==> config.mk <==
export PLATFORM = sky130hd
export DESIGN_NAME = smst_ctrl
export DESIGN_NICKNAME = d
export VERILOG_FILES = /design/src/smst_pkg.sv /design/src/smst_crc32.sv /design/src/smst_ctrl.sv
export SDC_FILE = /design/constraint.sdc
export NUM_CORES = 1
export LEC_CHECK = 0
export ABC_AREA = 1
export BUFFER_PORTS_ARGS = -buffer_cell sky130_fd_sc_hd__buf_2
export CORE_AREA = 3 3 197 199
export DETAILED_ROUTE_END_ITERATION = 8
export DIE_AREA = 0 0 200 202
export PLACE_DENSITY = 0.63
export SYNTH_ARGS = -nofsm -noshare
export SYNTH_HDL_FRONTEND = slang
export SYNTH_HIERARCHICAL = 1
export SYNTH_SLANG_ARGS = --single-unit
==> constraint.sdc <==
create_clock -name clk -period 2.8 [get_ports clk]
set_input_delay 0.14 -clock clk [delete_from_list [all_inputs] [get_ports clk]]
set_output_delay 0.14 -clock clk [all_outputs]
set_load 0.01 [all_outputs]
==> src/smst_pkg.sv <==
`default_nettype none
package smst_pkg;
  // Timing, 20 MHz clock
  localparam int unsigned CLK_HZ          = 20000000;
  localparam int unsigned OFFICER_GAP_MS  = 100;
  localparam int unsigned USER_GAP_MS     = 3;
  localparam int unsigned OFFICER_GAP_CYC = (CLK_HZ / 1000) * OFFICER_GAP_MS;
  localparam int unsigned USER_GAP_CYC    = (CLK_HZ / 1000) * USER_GAP_MS;
  // Secret widths
  localparam int unsigned CRED_W  = 32;
  localparam int unsigned IDENT_W = 240;
  localparam int unsigned SEED_W  = 64;
  localparam int unsigned CRC_W   = 32;
  // Power-up test count: AES enc, AES dec, DRBG, hash, firmware CRC
  localparam int unsigned PUT_N   = 5;
  // Status word fields
  localparam int unsigned ST_APPROVED_BIT = 0;
  localparam int unsigned ST_ERROR_BIT    = 1;
  localparam int unsigned ST_READY_BIT    = 2;
  localparam int unsigned ST_CRED_SET_BIT = 3;
  localparam int unsigned ST_W            = 8;
  localparam logic [7:0]  ST_RESET        = 8'h00;

  typedef enum logic [2:0] {
    SMST_PUT, SMST_IDLE, SMST_CFG_WR, SMST_CFG_SEED, SMST_ZERO, SMST_ERR
  } smst_state_t;
endpackage
`default_nettype wire
==> src/smst_crc32.sv <==
`timescale 1ns/1ns
`default_nettype none
// Serial-free 32-bit CRC over one 32-bit word per cycle, reflected polynomial
module smst_crc32 (
  input  wire logic        clk,
  input  wire logic        resetn,
  input  wire logic        clear,
  input  wire logic        valid,
  input  wire logic [31:0] data,
  output logic      [31:0] crc
);
  logic [31:0] crc_r;
  logic [31:0] crc_nxt;

  // One word folded bit by bit; a word that meets a clear starts the next image afresh
  always_comb begin
    logic [31:0] c;
    c = clear ? 32'hFFFFFFFF : crc_r;
    for (int i = 0; i < 32; i++) begin
      if (c[0] ^ data[i]) begin
        c = (c >> 1) ^ 32'hEDB88320;
      end else begin
        c = c >> 1;
      end
    end
    if (valid) begin
      crc_nxt = c;
    end else if (clear) begin
      crc_nxt = 32'hFFFFFFFF;
    end else begin
      crc_nxt = crc_r;
    end
  end

  always_ff @(posedge clk or negedge resetn) begin
    if (!resetn) begin
      crc_r <= 32'hFFFFFFFF;
    end else begin
      crc_r <= crc_nxt;
    end
  end

  assign crc = ~crc_r;
endmodule
`default_nettype wire

==> src/smst_ctrl.sv <==
`timescale 1ns/1ns
`default_nettype none
// Function
// Power-up self tests start by themselves before any service is offered.
// Every reset reruns the full power-up test set.
// Any power-up failure enters error state and blocks all storage access.
// Any conditional test failure enters the same error state at once; the code ignores them while the power-up tests run.
// Status output still reports the error while in error state.
// No host command clears the error state.
// Continuous tests on generator and entropy source precede each generator use.
// Stored secrets and generator state are CRC-checked before use; mismatch fails. The code serves and grants the generator without waiting for the verdict.
// No bypass path and no bypass test state exist.
// Start non-approved, with no default credential or identifier.
// Configure writes identifier, generates seed, then enters approved mode.
// Host supplies 4-byte credential and 30-byte identifier in one request.
// Status output tells approved versus non-approved mode.
// Change-mode to non-approved zeroizes every critical secret.
// Secret storage has no external read path.
// Generator state is updated after each generation and kept in flash.
// AES key lives only in volatile memory; seed, identifier, credential in flash. The code has no flash write strobe for the credential.
// Challenge and response held only during the authentication exchange.
// Officer attempts spaced 100 ms, user attempts 3 ms, at least.
// Error flag latches and gates storage forwarding until a passing reset.
module smst_ctrl #(
  parameter int unsigned OFFICER_GAP = smst_pkg::OFFICER_GAP_CYC,
  parameter int unsigned USER_GAP    = smst_pkg::USER_GAP_CYC
) (
  input  wire logic                         clk,
  input  wire logic                         resetn,
  // Self-test engine results
  input  wire logic [smst_pkg::PUT_N-1:0]   put_done,
  input  wire logic [smst_pkg::PUT_N-1:0]   put_pass,
  // Conditional tests
  input  wire logic                         gen_req,
  input  wire logic                         drbg_ct_ok,
  input  wire logic                         entropy_source_ct_ok,
  output logic                              gen_grant,
  input  wire logic                         gen_done,
  input  wire logic [63:0]                  gen_state_new,
  // Flash image of stored secrets, checked word by word
  input  wire logic                         flash_word_valid,
  input  wire logic [31:0]                  flash_word,
  input  wire logic                         flash_last,
  input  wire logic [smst_pkg::CRC_W-1:0]   flash_crc_ref,
  output logic                              secrets_ok,
  // Host services
  input  wire logic                         cfg_req,
  input  wire logic [smst_pkg::CRED_W-1:0]  cfg_cred,
  input  wire logic [smst_pkg::IDENT_W-1:0] cfg_ident,
  input  wire logic [smst_pkg::SEED_W-1:0]  seed_value,
  output logic                              cfg_ack,
  input  wire logic                         chmode_req,
  output logic                              chmode_ack,
  input  wire logic                         officer_auth_req,
  output logic                              officer_auth_take,
  input  wire logic                         user_auth_req,
  output logic                              user_auth_take,
  input  wire logic                         user_auth_end,
  output logic                              chal_hold,
  // Storage command forwarding
  input  wire logic                         stor_cmd_valid,
  output logic                              stor_cmd_fwd,
  output logic                              stor_cmd_reject,
  // Status and flash write strobes
  output logic [smst_pkg::ST_W-1:0]         status,
  output logic                              flash_ident_we,
  output logic                              flash_seed_we,
  output logic                              flash_state_we,
  output logic                              aes_key_zero
);
  smst_pkg::smst_state_t st_r, st_nxt;
  logic                         err_r, err_nxt;
  logic                         appr_r, appr_nxt;
  logic                         cred_set_r, cred_set_nxt;
  logic [smst_pkg::PUT_N-1:0]   seen_r, seen_nxt;
  logic [smst_pkg::CRED_W-1:0]  cred_r, cred_nxt;
  logic [smst_pkg::IDENT_W-1:0] ident_r, ident_nxt;
  logic [smst_pkg::SEED_W-1:0]  seed_r, seed_nxt;
  logic [63:0]                  gstate_r, gstate_nxt;
  logic                         chal_r, chal_nxt;
  logic [31:0]                  ogap_r, ogap_nxt;
  logic [31:0]                  ugap_r, ugap_nxt;
  logic                         crc_ok_r, crc_ok_nxt;
  logic                         crc_clear;
  logic [31:0]                  crc_val;
  logic                         put_fail;
  logic                         ct_fail;
  logic                         gen_ct_fail;
  logic                         crc_bad;
  logic                         chk_r, chk_nxt;
  logic [smst_pkg::CRC_W-1:0]   ref_r, ref_nxt;

  // Flash-side CRC of the secret image
  smst_crc32 u_crc (
    .clk    (clk),
    .resetn (resetn),
    .clear  (crc_clear),
    .valid  (flash_word_valid),
    .data   (flash_word),
    .crc    (crc_val)
  );

  // Failure detectors; a conditional failure can strike in any state but the power-up test state
  assign put_fail    = |(put_done & ~put_pass);
  assign gen_ct_fail = gen_req && !(drbg_ct_ok && entropy_source_ct_ok);
  assign crc_bad     = chk_r && (crc_val != ref_r);
  assign ct_fail     = gen_ct_fail || crc_bad;
  // The CRC restarts as the verdict is taken, so a new image may follow at once
  assign crc_clear   = chk_r;

  // Verdict waits one cycle, until the last word has been folded into the CRC
  always_comb begin
    chk_nxt = flash_word_valid && flash_last;
    ref_nxt = ref_r;
    if (flash_word_valid && flash_last) begin
      ref_nxt = flash_crc_ref;
    end
  end

  // Check strobe and the reference it is held against
  always_ff @(posedge clk or negedge resetn) begin
    if (!resetn) begin
      chk_r <= 1'b0;
      ref_r <= '0;
    end else begin
      chk_r <= chk_nxt;
      ref_r <= ref_nxt;
    end
  end

  // Main sequencer; no bypass state is provided on purpose
  always_comb begin
    st_nxt       = st_r;
    err_nxt      = err_r;
    appr_nxt     = appr_r;
    cred_set_nxt = cred_set_r;
    seen_nxt     = seen_r | put_done;
    cred_nxt     = cred_r;
    ident_nxt    = ident_r;
    seed_nxt     = seed_r;
    gstate_nxt   = gstate_r;
    crc_ok_nxt   = crc_ok_r;
    if (chk_r) begin
      crc_ok_nxt = !crc_bad;
    end
    if (gen_done && st_r != smst_pkg::SMST_ERR) begin
      gstate_nxt = gen_state_new;
    end
    case (st_r)
      smst_pkg::SMST_PUT: begin
        if (put_fail) begin
          st_nxt = smst_pkg::SMST_ERR;
        end else if (&seen_nxt) begin
          st_nxt = smst_pkg::SMST_IDLE;
        end
      end
      smst_pkg::SMST_IDLE: begin
        if (cfg_req) begin
          cred_nxt     = cfg_cred;
          ident_nxt    = cfg_ident;
          cred_set_nxt = 1'b1;
          st_nxt       = smst_pkg::SMST_CFG_WR;
        end else if (chmode_req) begin
          st_nxt = smst_pkg::SMST_ZERO;
        end
      end
      smst_pkg::SMST_CFG_WR: begin
        st_nxt = smst_pkg::SMST_CFG_SEED;
      end
      smst_pkg::SMST_CFG_SEED: begin
        seed_nxt = seed_value;
        appr_nxt = 1'b1;
        st_nxt   = smst_pkg::SMST_IDLE;
      end
      smst_pkg::SMST_ZERO: begin
        cred_nxt     = '0;
        ident_nxt    = '0;
        seed_nxt     = '0;
        gstate_nxt   = '0;
        cred_set_nxt = 1'b0;
        appr_nxt     = 1'b0;
        st_nxt       = smst_pkg::SMST_IDLE;
      end
      default: begin
        st_nxt = smst_pkg::SMST_ERR;
      end
    endcase
    if (ct_fail && st_r != smst_pkg::SMST_PUT) begin
      st_nxt = smst_pkg::SMST_ERR;
    end
    if (st_nxt == smst_pkg::SMST_ERR) begin
      err_nxt = 1'b1;
    end
  end

  // Reset reruns the whole test set and drops volatile state
  always_ff @(posedge clk or negedge resetn) begin
    if (!resetn) begin
      st_r       <= smst_pkg::SMST_PUT;
      err_r      <= 1'b0;
      appr_r     <= 1'b0;
      cred_set_r <= 1'b0;
      seen_r     <= '0;
      cred_r     <= '0;
      ident_r    <= '0;
      seed_r     <= '0;
      gstate_r   <= '0;
      crc_ok_r   <= 1'b0;
    end else begin
      st_r       <= st_nxt;
      err_r      <= err_nxt;
      appr_r     <= appr_nxt;
      cred_set_r <= cred_set_nxt;
      seen_r     <= seen_nxt;
      cred_r     <= cred_nxt;
      ident_r    <= ident_nxt;
      seed_r     <= seed_nxt;
      gstate_r   <= gstate_nxt;
      crc_ok_r   <= crc_ok_nxt;
    end
  end

  // Saturating count-down shared by both pacing timers
  function automatic logic [31:0] count_down(input logic [31:0] v);
    if (v != 32'h00000000) begin
      return v - 32'h00000001;
    end
    return v;
  endfunction

  // Authentication pacing and challenge lifetime
  always_comb begin
    ogap_nxt = count_down(ogap_r);
    ugap_nxt = count_down(ugap_r);
    chal_nxt = chal_r;
    if (officer_auth_take) begin
      ogap_nxt = 32'(OFFICER_GAP - 1);
    end
    if (user_auth_take) begin
      ugap_nxt = 32'(USER_GAP - 1);
      chal_nxt = 1'b1;
    end else if (user_auth_end || err_r) begin
      chal_nxt = 1'b0;
    end
  end

  always_ff @(posedge clk or negedge resetn) begin
    if (!resetn) begin
      ogap_r <= 32'h00000000;
      ugap_r <= 32'h00000000;
      chal_r <= 1'b0;
    end else begin
      ogap_r <= ogap_nxt;
      ugap_r <= ugap_nxt;
      chal_r <= chal_nxt;
    end
  end

  logic svc_ok;
  assign svc_ok = (st_r == smst_pkg::SMST_IDLE) && !err_r;

  // Handshake outputs; secret registers never reach a port
  assign officer_auth_take = svc_ok && officer_auth_req && (ogap_r == 32'h00000000);
  assign user_auth_take    = svc_ok && user_auth_req && (ugap_r == 32'h00000000);
  assign chal_hold         = chal_r;
  assign gen_grant  = svc_ok && gen_req && drbg_ct_ok && entropy_source_ct_ok;
  assign stor_cmd_fwd    = stor_cmd_valid && svc_ok;
  assign stor_cmd_reject = stor_cmd_valid && !svc_ok;
  assign cfg_ack         = (st_r == smst_pkg::SMST_CFG_SEED);
  assign chmode_ack      = (st_r == smst_pkg::SMST_ZERO);
  assign flash_ident_we  = (st_r == smst_pkg::SMST_CFG_WR);
  assign flash_seed_we   = (st_r == smst_pkg::SMST_CFG_SEED);
  assign flash_state_we  = gen_done && !err_r;
  assign aes_key_zero    = (st_r == smst_pkg::SMST_ZERO) || err_r;
  assign secrets_ok      = crc_ok_r
                         && (cred_r != '0 || ident_r != '0 || seed_r != '0 || gstate_r != '0 || 1'b1);

  // Status word stays readable in every state, error included
  always_comb begin
    status                                = smst_pkg::ST_RESET;
    status[smst_pkg::ST_APPROVED_BIT]     = appr_r;
    status[smst_pkg::ST_ERROR_BIT]        = err_r;
    status[smst_pkg::ST_READY_BIT]        = svc_ok;
    status[smst_pkg::ST_CRED_SET_BIT]     = cred_set_r;
  end

  // Checks
  a_err_latched: assert property (@(posedge clk) disable iff (!resetn)
    err_r |=> err_r) else $error("error flag dropped");
  a_err_blocks_fwd: assert property (@(posedge clk) disable iff (!resetn)
    err_r |-> !stor_cmd_fwd) else $error("storage forwarded in error");
  a_put_fail_err: assert property (@(posedge clk) disable iff (!resetn)
    (st_r == smst_pkg::SMST_PUT && put_fail) |=> err_r) else $error("power-up fail missed");
  a_ct_fail_err: assert property (@(posedge clk) disable iff (!resetn)
    (ct_fail && st_r != smst_pkg::SMST_PUT) |=> err_r) else $error("conditional fail missed");
  a_status_err: assert property (@(posedge clk) disable iff (!resetn)
    status[smst_pkg::ST_ERROR_BIT] == err_r) else $error("status hides error");
  a_cfg_order: assert property (@(posedge clk) disable iff (!resetn)
    (st_r == smst_pkg::SMST_IDLE && cfg_req && !ct_fail) |=> flash_ident_we ##1 flash_seed_we ##1 appr_r)
    else $error("configure order wrong");
  a_zero_secrets: assert property (@(posedge clk) disable iff (!resetn)
    chmode_ack |=> (!appr_r && cred_r == '0 && seed_r == '0 && ident_r == '0)) else $error("zeroize missed");
  a_user_pace: assert property (@(posedge clk) disable iff (!resetn)
    user_auth_take |=> !user_auth_take [*2]) else $error("user attempts too close");
  a_gen_tested: assert property (@(posedge clk) disable iff (!resetn)
    gen_grant |-> (drbg_ct_ok && entropy_source_ct_ok)) else $error("generator used untested");
  a_start_put: assert property (@(posedge clk) disable iff (!resetn)
    $rose(resetn) |-> st_r == smst_pkg::SMST_PUT) else $error("no power-up tests");
  // Nothing is served or forwarded while the power-up tests run
  a_put_no_svc: assert property (@(posedge clk) disable iff (!resetn)
    (st_r == smst_pkg::SMST_PUT) |-> (!stor_cmd_fwd && !gen_grant))
    else $error("service offered before tests");
  a_start_plain: assert property (@(posedge clk) disable iff (!resetn)
    (st_r == smst_pkg::SMST_PUT) |-> (!appr_r && !cred_set_r))
    else $error("approved before configuration");
  a_err_gates: assert property (@(posedge clk) disable iff (!resetn)
    err_r |-> (!status[smst_pkg::ST_READY_BIT] && aes_key_zero))
    else $error("error state not gating");
  // Image verdict and its error path
  a_crc_verdict: assert property (@(posedge clk) disable iff (!resetn)
    chk_r |=> (secrets_ok == !$past(crc_bad)))
    else $error("image verdict lost");
  a_crc_bad_err: assert property (@(posedge clk) disable iff (!resetn)
    (crc_bad && st_r != smst_pkg::SMST_PUT) |=> err_r)
    else $error("image mismatch missed");
  // Configure, change-mode and generator-update effects on secrets
  a_seed_approve: assert property (@(posedge clk) disable iff (!resetn)
    $rose(appr_r) |-> $past(flash_seed_we))
    else $error("approved without seed");
  a_zero_key: assert property (@(posedge clk) disable iff (!resetn)
    chmode_ack |-> aes_key_zero)
    else $error("key kept on change mode");
  a_zero_gen: assert property (@(posedge clk) disable iff (!resetn)
    chmode_ack |=> (gstate_r == '0))
    else $error("generator state kept");
  a_gen_update: assert property (@(posedge clk) disable iff (!resetn)
    (gen_done && !err_r && st_r != smst_pkg::SMST_ZERO) |=> (gstate_r == $past(gen_state_new)))
    else $error("generator state not updated");
  // Pacing and challenge lifetime
  a_officer_pace: assert property (@(posedge clk) disable iff (!resetn)
    officer_auth_take |=> !officer_auth_take [*2])
    else $error("officer attempts too close");
  a_chal_drop: assert property (@(posedge clk) disable iff (!resetn)
    (user_auth_end && !user_auth_take) |=> !chal_hold)
    else $error("challenge kept after exchange");
  a_chal_err: assert property (@(posedge clk) disable iff (!resetn)
    err_r |=> !chal_hold)
    else $error("challenge kept in error");
endmodule
`default_nettype wire

# Word-level counts from Yosys, hierarchy flattened
# Index checks and enable logic that the tools add are counted.
classes:
  bitwise_logic: 68
  addsub: 2
  n_reduce_logical: 38
  muxes: 53
  eq_ne: 7
op_table:
  columns: ["op", "n"]
  rows:
  - ["32-bit two-way mux", 40]
  - ["13-bit NOT with 14-bit output", 32]
  - ["32-bit zero test", 2]
  - ["32-bit nonzero test", 2]
  - ["32-bit by 1-bit subtractor with 32-bit output, second input constant", 2]
  - ["32-bit != test", 1]
  - ["32-bit NOT", 1]
  - ["1-bit bitwise XOR", 32]
  - ["1-bit logical AND", 16]
  - ["3-bit two-way mux", 5]
  - ["3-bit case mux with 4 select lines", 1]
  - ["2-bit nonzero test", 5]
  - ["3-bit by 2-bit == test with 1-bit output, second input constant", 2]
  - ["3-bit == test, second input constant", 2]
  - ["5-bit AND", 1]
  - ["1-bit two-way mux", 5]
  - ["5-bit NOT", 1]
  - ["5-bit bitwise OR", 1]
  - ["5-bit AND reduction", 1]
  - ["5-bit OR reduction", 1]
  - ["1-bit zero test", 4]
  - ["1-bit case mux with 2 select lines", 2]
  - ["3-bit by 1-bit == test with 1-bit output, second input constant", 1]
  - ["3-bit zero test", 1]
  - ["5 further kinds", 7]
word_totals:
  inputBits: 488
  regBits: 142

# Logic depth before layout (Yosys ltp)
# Gate-level depths: netlist of run 1.
logic_depth:
  depth_word: 66
  ltp_mapped: 34
  ltp_nobuf: 31

# Hierarchy
# Netlist of run 1, hierarchy kept.
modules_own_cells:
  columns: ["mod", "area_each_um2", "instances", "cells_each"]
  rows:
  - ["smst_crc32", 6426.2, 1, 1101]
  - ["smst_ctrl", 6019.5, 1, 766]

# Least setup slack after synthesis of run 1
# OpenSTA, ideal clock, no wires.
synth_timing:
  path_type: "register to register"
  start: "register chk_r"
  end: "register u_crc.crc_r[16]"
  n_path_buf: 2
  t_required_ps: 2712
  period_less_slack_ps: 2922
  arrival_time_ps: 2835
  stages_incl_launch_ff: 26
  setup_time_ps: 88
  path_slack_ps: -122
  path_cell_list: "dfrtp_1 > buf_6 > buf_12 > o21ai_4 > nand2_4 > nand2_1 > nand2_2 > nand2_1 > nand3_1 > nand2_4 > nand2_1 > nand2_2 > nand2_2 > nand2_4 > nand2_1 > nand2_1 > nand3_2 > nand2_4 > inv_2 > nand2_1 > nand3_1 > nand2_2 > inv_2 > or2_1 > nand3_1 > o21ai_1"
synth_via:
  elab_chain_cells: 48
  elab_cells_between_ends: 90
synth_rtl:
  columns: ["item", "line", "rtl"]
  rows:
  - ["from (decl)", "smst_ctrl.sv:90", "logic chk_r, chk_nxt;"]
  - ["from (signal assigned)", "smst_ctrl.sv:126", "chk_r <= chk_nxt;"]
  - ["32-bit two-way mux (*)", null, null]
  - ["1-bit bitwise XOR or 13-bit NOT with 14-bit output (tied branches)", null, null]
  - ["32-bit two-way mux", "smst_crc32.sv:20", "if (c[0] ^ data[i]) begin"]
  - ["32-bit two-way mux or 13-bit NOT with 14-bit output (tied branches)", null, null]
  - ["32-bit two-way mux (3 in a row)", "smst_crc32.sv:20", null]
  - ["32-bit two-way mux or 13-bit NOT with 14-bit output (tied branches)", null, null]
  - ["1-bit bitwise XOR, or another cell as far along", "smst_crc32.sv:20", null]
  - ["32-bit two-way mux", "smst_crc32.sv:20", null]
  - ["(+28 left out)", null, null]
  - ["13-bit NOT with 14-bit output (no line)", null, null]
  - ["32-bit two-way mux", "smst_crc32.sv:20", null]
  - ["13-bit NOT with 14-bit output (no line)", null, null]
  - ["32-bit two-way mux", "smst_crc32.sv:20", null]
  - ["13-bit NOT with 14-bit output (no line)", null, null]
  - ["32-bit two-way mux (4 in a row)", "smst_crc32.sv:20", null]
  - ["32-bit two-way mux (*)", "smst_crc32.sv:26", "if (valid) begin"]
  - ["net u_crc.crc_nxt[16]", "smst_crc32.sv:13", "logic [31:0] crc_nxt;"]
  - ["to (signal assigned)", "smst_crc32.sv:39", "crc_r <= crc_nxt;"]
  - ["to (decl)", "smst_crc32.sv:12", "logic [31:0] crc_r;"]
# The timed path passes the listed nets; every way through them passes the cells marked *.
# A chain may end at the register's enable or synchronous reset.

# Worst setup path in the final report of run 1
layout_timing:
  start: "register chk_r"
  end: "register u_crc.crc_r[6]"
layout_via:
  elab_chain_cells: 48
  elab_cells_between_ends: 82
layout_rtl:
  columns: ["item", "line"]
  rows:
  - ["32-bit two-way mux (*)", null]
  - ["1-bit bitwise XOR or 13-bit NOT with 14-bit output (tied branches)", null]
  - ["32-bit two-way mux (6 in a row)", "smst_crc32.sv:20"]
  - ["1-bit bitwise XOR", "smst_crc32.sv:20"]
  - ["32-bit two-way mux", "smst_crc32.sv:20"]
  - ["13-bit NOT with 14-bit output (no line)", null]
  - ["32-bit two-way mux", "smst_crc32.sv:20"]
  - ["13-bit NOT with 14-bit output (no line)", null]
  - ["(+21 left out)", null]
  - ["13-bit NOT with 14-bit output (no line)", null]
  - ["32-bit two-way mux (6 in a row)", "smst_crc32.sv:20"]
  - ["13-bit NOT with 14-bit output (no line)", null]
  - ["32-bit two-way mux", "smst_crc32.sv:20"]
  - ["13-bit NOT with 14-bit output (no line)", null]
  - ["32-bit two-way mux (3 in a row)", "smst_crc32.sv:20"]
  - ["32-bit two-way mux (*)", "smst_crc32.sv:26"]
  - ["net u_crc.crc_nxt[6]", "smst_crc32.sv:13"]
# Marks and branches as above.

==> results.toml, run 1 <==
[detailed_routing]
wl_um = 42920
via_per_inst = 4.771
wl_per_cell_um = 15.49
drc = 0
dr_total_vias = 13220
final_antenna_net_count = 0
dr.pass1.iters = 6
drt-initial-drc-count = 859

[worst_setup_path]
required_ns = 3.18
cp_max_fo = 7
start_kind = "flip-flop"
cp_top_family = "simple AND/OR/NAND/NOR gates"
reg2reg_slack_ns = -0.71
endpoint_kind = "flip-flop"
slowest_stage = "dfrtp_2"
cp_num_buf_inv = 5
cp_data_arrival_time_ns = 3.88
cp_common_cell = "nand2_2"
max_stage_delay_ns = 0.51
critPathKind = "reg -> reg"

[grt]
grt_pass1_wl_um = 65340
grt_use_total_pct = 20.35
antenna_found_initial = 1
grt_pass1_vias = 12640
overflow = 0
grt_max_degree = 78

[yosys]
synth.area.mux_share_pct = 0
synthMostInstantiatedCell = "nand2_1"
syn_area_mm2 = 0.01245
synth_ff_type = "dfrtp_1"
synthAdderAreaFrac_pct = 0.4021
yosys.area_share.simple_pct = 43.15
synth-seq-cells = 142
syn_avg_cell_area_um2 = 6.666
yosys.area_share.xor_xnor_pct = 15.30
synth-compound-area-share_pct = 3.318
synthTopCellsByCount = "nand2_1, inv_1, nand3_1"
ys_seq_area_share_pct = 28.87
synth_top_family_by_area = "simple AND/OR/NAND/NOR gates"
synth_edf_count = 0
yosysTopAreaCellShare_pct = 22.12
yosys_warnings = 6
syn_inst = 1867
synth.distinct_cells = 55
ys_top_cells_by_area = "dfrtp_1, nand2_1, xor2_1, nand3_1, dfstp_2"
async_flop_share_pct = 100.0
yosys.area.top_type = "dfrtp_1"

[sta]
slew_viol_final = 0
tns_ns = -19.01
setup_viol = 32
finalCritPeriodShare_pct = 125.2
finalWorstSetupSlack_ns = -0.7060
max_slew_margin_pct = 46.86
finalHoldViolations = 0
period_needed_ns = 3.506
worst_slew_pin_slew_ns = 0.7962
rsz0062_at_grt = "yes"
fmax_mhz = 285.2
fin_worst_skew_ns = 0.01315

[status]
violations = "setup timing"
status = "finished with violations"

[floorplan]
dieArea_mm2 = 0.04040
die_h_um = 202
initial_core_util_pct = 33.28
core-area_mm2 = 0.03740
ios = 509
die_w_um = 200
rows = 71

[finish]
ff_latch_area_mm2 = 0.003595
layout-drive-gt1-share_pct = 34.62
fill_cells = 3605
multi_input_area_mm2 = 0.008992
final_util_pct = 47.07
area_growth_pct = 41.44
nets = 2738

[cts]
clock_latency_ns = 0.43
clk_pin_slew_ns = 0.07
cts-buffers-inserted = 17
h-tree-depth = 4
cts_sinks = 142
cts_buffer_depth = 2
cts_tree = "done"
clock-root-buffer = "clkbuf_16"

[placement]
place_worst_setup_slack_ns = -0.7045
dp_hpwl_um = 32710
place_congestion = 0.9390
port_buffers = 104

[worst_hold_path]
worstHoldPathType = "in -> reg"

[flow_run]
cap_violations = 0
[cell usage in the layout (no fill, tap or decap), drive strengths merged, types with 5 or more instances in the layout]
cell type	n
nand2	767
buf	344
inv	233
nand3	183
nor2	153
xor2	135
dfrtp	110
xnor2	70
o21ai	52
dlygate4sd3	39
dfstp	32
nor3	32
clkbuf	18
nand4	17
nand3b	12
or2	10
o211ai	7
clkinv	7
nor4	6
a21oi	5
[layer usage]
metal,up-vias,GRT usage (%),wire length (µm)
met5,-,0,7
met4,2,6.680,1576
met3,99,3.384,2612
li1,6520,-,-
met2,400,32.49,19550
met1,6199,28.00,19170
[worst reg2reg max path: stages (launching register included)]
cell and delay (ns):
dfrtp_2 0.51, clkinv_4 0.12, buf_6 0.15, nand2_4 0.08
nand2_2 0.08, nand2_4 0.11, nand2_1 0.07, nand2_2 0.13
nand2_4 0.08, buf_4 0.13, nand3_2 0.09, nand2_4 0.11
nand2_2 0.11, nand2_2 0.07, buf_4 0.13, nand3_1 0.09
nand2_2 0.10, nand3b_1 0.22, nand2_1 0.10, nand2_2 0.06
nand2_4 0.14, buf_12 0.15, xor2_4 0.17, xor2_1 0.29
nand2_1 0.09, nand2_1 0.07
[worst paths after layout]
| check | startpoint | to | depth (start not counted) |
|---|---|---|---|
| min in group asynchronous | resetn | chal_hold | 2 |
| worst max-delay path | chk_r | u_crc/crc_r[6] | 25 |
| max in group asynchronous | resetn | u_crc/crc_r[17] | 3 |
| worst min-delay path | cfg_req | cred_set_r | 3 |
| worst max register to register | chk_r | u_crc/crc_r[6] | 25 |
| worst min register to register | seen_r[3] | seen_r[3] | 1 |
[per-stage QoR]
stage / instances / hold slack (ns) / area, µm²
floorplan: 1870 / -0.1556 / 12660
global placement: 2656 / 0.2293 / 15210
detailed placement: 2656 / 0.2302 / 15210
CTS: 2742 / 0.04635 / 16630
global route: 2770 / 0.09539 / 17600
finish: 2771 / 0.06542 / 17600
[flip-flops by register name, summed over array words and instances, names as in the netlist]
name and flops:
ogap_r 32, ref_r 32, u_crc/crc_r 32, ugap_r 32, seen_r 5, st_r 3, appr_r 1, chal_hold 1
chk_r 1, cred_set_r 1, err_r 1, secrets_ok 1
[kinds of logic (layout without fill, tap and decap cells)]
kind of cell / Yosys count / after routing
adder cells (fa/ha/maj): 4 / 4
other: 1 / 5
AO/OA/AOI/OAI: 72 / 72
flip-flops: 142 / 142
XOR/XNOR: 206 / 206
AND/OR/NAND/NOR: 1179 / 1184
buffers and inverters: 263 / 647
[area by class of cell]
| cell class | instances | share of cell area (%) |
|---|---|---|
| Tap cell | 511 | 3.632 |
| Multi-Input combinational cell | 1470 | 51.08 |
| Inverter | 231 | 5.111 |
| Antenna cell | 1 | 0.01422 |
| Sequential cell | 142 | 20.42 |
| Clock buffer | 17 | 2.417 |
| Timing Repair Buffer | 384 | 16.41 |
| Clock inverter | 15 | 0.9098 |
[timing repair]
| item | 4_1_cts | 5_1_grt |
|---|---|---|
| gates resized for setup | 66 | 172 |
| gates cloned | 3 | 3 |
| pin swaps | 20 | 72 |
| hold buffers | 39 | 0 |
| hold endpoints to repair | 111 | 0 |
| setup buffers | 12 | 25 |
| setup endpoints to repair | 32 | 32 |
Power of run 1 is not shown: default switching activity piles up to over one toggle a cycle in this logic, so the estimate is an artifact.
==> run 2: changes to the inputs <==
Settings changed: BUFFER_PORTS_ARGS -buffer_cell sky130_fd_sc_hd__buf_2 to default, DONT_BUFFER_PORTS from default to 1, PLACE_DENSITY 0.63 to 0.51.
==> run 2 against run 1 <==
  * Cell area increased by 4.2%
  * Critical path type unchanged
  * Core utilization up 2.0 points
  * Sequential share of layout area down 0.82 points
  * First-iteration DRC count down 15%
  * The flow finishes with violations (hold timing, setup timing)
==> results.toml, run 2 (synthesis results as in run 1) <==
[finish]
num_antenna_cells = 0
layout-drive-gt1-share_pct = 37.25
final_common_cell = "nand2_1"
fill_cells = 3627
final_util_pct = 49.04
area_growth_pct = 47.37
layout_common_cells = "nand2_1, buf_4, inv_1"
nets = 2672

[sta]
rsz0062_at_grt = "yes"
fin_worst_skew_ns = 0.01017
fmax_mhz = 286.2
worst_slew_pin_slew_ns = 0.8257
slew_viol_final = 0
finalCritPeriodShare_pct = 124.8
whs_ns = -0.5924
max_slew_margin_pct = 44.89
finalWorstSetupSlack_ns = -0.6945
setup_viol = 32
finalHoldViolations = 171
period_needed_ns = 3.494

[cts]
cts_sinks = 142
postCtsHoldBufs = 40
cts_buffer_depth = 2
clock_latency_ns = 0.43
clock-root-buffer = "clkbuf_16"
cts_tree = "done"
clk_pin_slew_ns = 0.06
h-tree-depth = 4
cts-buffers-inserted = 17

[worst_setup_path]
required_ns = 3.15
endpoint_kind = "flip-flop"
slowest_stage = "dfrtp_2"
cp_data_arrival_time_ns = 3.84
start_kind = "flip-flop"
cp_common_cell = "nand2_1"
crit_chain = "inv_6 -> buf_4 -> nand2_2 -> nand2_1 -> nand2_2 -> xor2_1 -> xor2_2 -> xor2_1 -> buf_4 -> inv_2 -> nand2_2 -> nand2_4 -> inv_2 -> nand3_4 -> nand2_8 -> buf_6 -> xnor2_4 -> buf_12 -> xor2_4 -> inv_1 -> nand2_1 -> nand2_1 -> nand2_1 -> nand2_1"
cp_top_family = "XOR/XNOR gates"
critPathKind = "reg -> reg"
max_stage_delay_ns = 0.51
cp_max_fo = 6
cp_num_buf_inv = 8

[placement]
dp_hpwl_um = 32600
place_congestion = 0.9043
port_buffers = 0

[detailed_routing]
final_antenna_net_count = 0
drc = 0
drt-initial-drc-count = 726
wl_um = 42590
via_per_inst = 4.652
dr_total_vias = 12580
dr.pass1.iters = 5
wl_per_cell_um = 15.75

[grt]
grt_use_total_pct = 21.02
antenna_found_initial = 0
overflow = 0
grt_pass1_vias = 12580
grt_pass1_wl_um = 67020
grt_max_degree = 143

[floorplan]
die_w_um = 200
rows = 71
core-area_mm2 = 0.03740
initial_core_util_pct = 33.28
dieArea_mm2 = 0.04040
ios = 509
die_h_um = 202

[status]
violations = "hold timing, setup timing"
status = "finished with violations"

[worst_hold_path]
worstHoldPathType = "in -> async"

[flow_run]
cap_violations = 0
==> run 2: final cells by class <==
cell class	count	area [µm²]	share of cell area (%)
Timing Repair Buffer	320	2819	15.37
Inverter	231	920.9	5.021
Multi-Input combinational cell	1468	9769	53.26
Tap cell	511	639.4	3.486
Sequential cell	142	3595	19.60
Clock inverter	7	47.55	0.2592
Clock buffer	25	550.5	3.002
==> run 2: stage by stage <==
| stage | worst slack (ns) | cell area, µm² | TNS, ns | instances | hold slack, ns |
|---|---|---|---|---|---|
| detailed placement | -0.8257 | 14830 | -21.10 | 2569 | -0.1503 |
| global route | -0.7975 | 18340 | -23.15 | 2704 | -0.6148 |
| CTS | -0.5289 | 17640 | -15.12 | 2694 | -0.6128 |
| floorplan | -0.1023 | 12660 | -0.8343 | 1870 | -0.1556 |
| finish | -0.6945 | 18340 | -17.91 | 2704 | -0.5924 |
| global placement | -0.8165 | 14830 | -20.62 | 2569 | -0.1524 |
==> run 2: final timing paths <==
path	depth (start not counted)	end	slack, ns	from
worst min register to register	1	seen_r[0]	0.45	seen_r[0]
worst min-delay path	0	seen_r[4]	-0.59	resetn
min in group clk	1	u_crc/crc_r[22]	-0.22	flash_word_valid
max in group asynchronous	0	u_crc/crc_r[1]	3.12	resetn
worst max-delay path	24	u_crc/crc_r[15]	-0.69	chk_r
worst max register to register	24	u_crc/crc_r[15]	-0.69	chk_r
==> run 2: repair_timing <==
action,4_1_cts,5_1_grt
resized for setup,313,138
buffers inserted,52,10
setup endpoints to repair,32,32
pin swaps,101,106
endpoints found under the hold margin,214,171
cloned,4,0
==> run 2: per-layer routing <==
metal	vias to the layer above	global-route usage [%]	wire, µm	part of all wire (%)
li1	6374	-	-	-
met1	5956	29.16	19560	46
met2	222	34.43	19890	47
met3	28	4.184	2607	6.1
met4	0	3.564	530	1.2
met5	-	0	0	0
Power of run 2 is left out for the same reason.
==> run 3: changes to the inputs <==
Settings changed: PLACE_DENSITY 0.51 to 0.49.
Clock period 2.8 ns to 4.1 ns, I/O delays scaled along.
==> run 3 against run 2 <==
  * The run now ends clean
  * Routed wire length down 9.9%
  * Cell area down 23%
  * Die area unchanged
  * Worst setup slack better by 1.0 ns
  * Via count down 8.4%
  * Largest cell class unchanged
  * Non-clock buffer count down 254
  * Sequential share of layout area up 5.8 points
==> results.toml, run 3 (synthesis results as in run 1) <==
[status]
status = "finished, final reports clean"

[cts]
clock_latency_ns = 0.44
cts-buffers-inserted = 17
cts_sinks = 142
h-tree-depth = 4
clock-root-buffer = "clkbuf_16"
clk_pin_slew_ns = 0.06
cts_tree = "done"
cts_buffer_depth = 2

[placement]
place_congestion = 0.8695
place_area_mm2 = 0.01296
dp.cells = 2362
dp_hpwl_um = 30030
port_buffers = 0

[finish]
layout-drive-gt1-share_pct = 13.64
area_growth_pct = 13.87
fin_cells = 2447
final_common_cell = "nand2_1"
layout_common_cells = "nand2_1, inv_1, nand3_1"
nets = 2415
finish.instance_area_mm2 = 0.01417

[sta]
fmax_mhz = 264.0
worst_slew_pin_slew_ns = 0.8916
finalCritPeriodShare_pct = 92.39
finalHoldViolations = 0
setup_viol = 0
fin_worst_skew_ns = 0.01436
rsz0062_at_grt = "no"
max_slew_margin_pct = 40.41
slew_viol_final = 0
period_needed_ns = 3.788
tns_ns = 0

[floorplan]
core-area_mm2 = 0.03740
die_w_um = 200
ios = 509
rows = 71
die_h_um = 202
dieArea_mm2 = 0.04040
initial_core_util_pct = 33.28

[flow_run]
cap_violations = 0

[grt]
grt_use_total_pct = 19.03
overflow = 0
grt_pass1_wl_um = 60070
antenna_found_initial = 1
grt_max_degree = 143
grt_pass1_vias = 11020

[worst_setup_path]
r2r.worst_path.cells = 25
cp_common_cell = "nand2_1"
start_kind = "flip-flop"
reg2reg_slack_ns = 0.31
cp_data_arrival_time_ns = 4.13
worstReg2RegStart = "chk_r"
r2r_end = "u_crc/crc_r[8]"
cp_num_buf_inv = 2
required_ns = 4.44
max_stage_delay_ns = 0.58
cp_top_family = "simple AND/OR/NAND/NOR gates"
cp_max_fo = 14
slowest_stage = "dfrtp_4"
critPathKind = "reg -> reg"
endpoint_kind = "flip-flop"

[worst_hold_path]
hold_depth = 4
worstHoldPathType = "in -> reg"
holdCritStartpoint = "chmode_req"
holdPathEnd = "st_r[2]"

[detailed_routing]
wl_per_cell_um = 15.67
via_per_inst = 4.708
dr.pass1.iters = 5
wl_um = 38350
dr_total_vias = 11520
drt-initial-drc-count = 763
drc = 0
final_antenna_net_count = 0
run 3: metrics by stage:
step	hold WS [ns]	worst slack (ns)	utilization [%]
6_report	0.03567	0.3120	37.89
5_1_grt	0.05271	0.008511	37.89
4_1_cts	0.009526	0.08014	37.56
3_5_place_dp	-0.08787	0.1048	34.65
3_3_place_gp	-0.08755	0.2011	34.65
2_1_floorplan	-0.09059	1.178	-
run 3: how the worst max path moves through the flow:
stage	start	end	slack (ns)	depth (start not counted)
global route	chk_r	u_crc/crc_r[8]	0.009	25
CTS	chk_r	u_crc/crc_r[17]	0.08	25
detailed placement	chk_r	u_crc/crc_r[17]	0.10	25
finish	chk_r	u_crc/crc_r[8]	0.31	25
global placement	chk_r	u_crc/crc_r[17]	0.20	28
floorplan	chk_r	u_crc/crc_r[16]	1.18	25
run 3: layout make-up:
| class | count | area (µm²) |
|---|---|---|
| inverters | 231 | 874.6 |
| well taps | 511 | 639.4 |
| fillers | 3945 | 23230 |
| clock inverters | 10 | 161.4 |
| diodes | 1 | 2.502 |
| multi-input cells | 1465 | 7796 |
| repair buffers | 66 | 630.6 |
| clock buffers | 21 | 470.5 |
| flip-flops and latches | 142 | 3597 |
run 3: routing by layer:
metal / global-route usage [%] / share of wire (%) / vias up
li1: - / - / 5872
met1: 26.79 / 47 / 5384
met2: 29.90 / 45 / 236
met3: 4.317 / 6.5 / 28
met4: 4.038 / 1.2 / 0
met5: 0 / 0 / -
run 3: worst min-delay path, delay by kind of cell:
kind	cells	cell delay, ns
AND/OR/NAND/NOR	4	0.23
run 3: what timing repair did:
item | CTS | global route
setup endpoints to repair | 0 | 21
setup buffers | 0 | 10
resized for setup | 0 | 11
hold endpoints to repair | 210 | 0
hold buffers | 43 | 0
Power of run 3 is left out for the same reason.
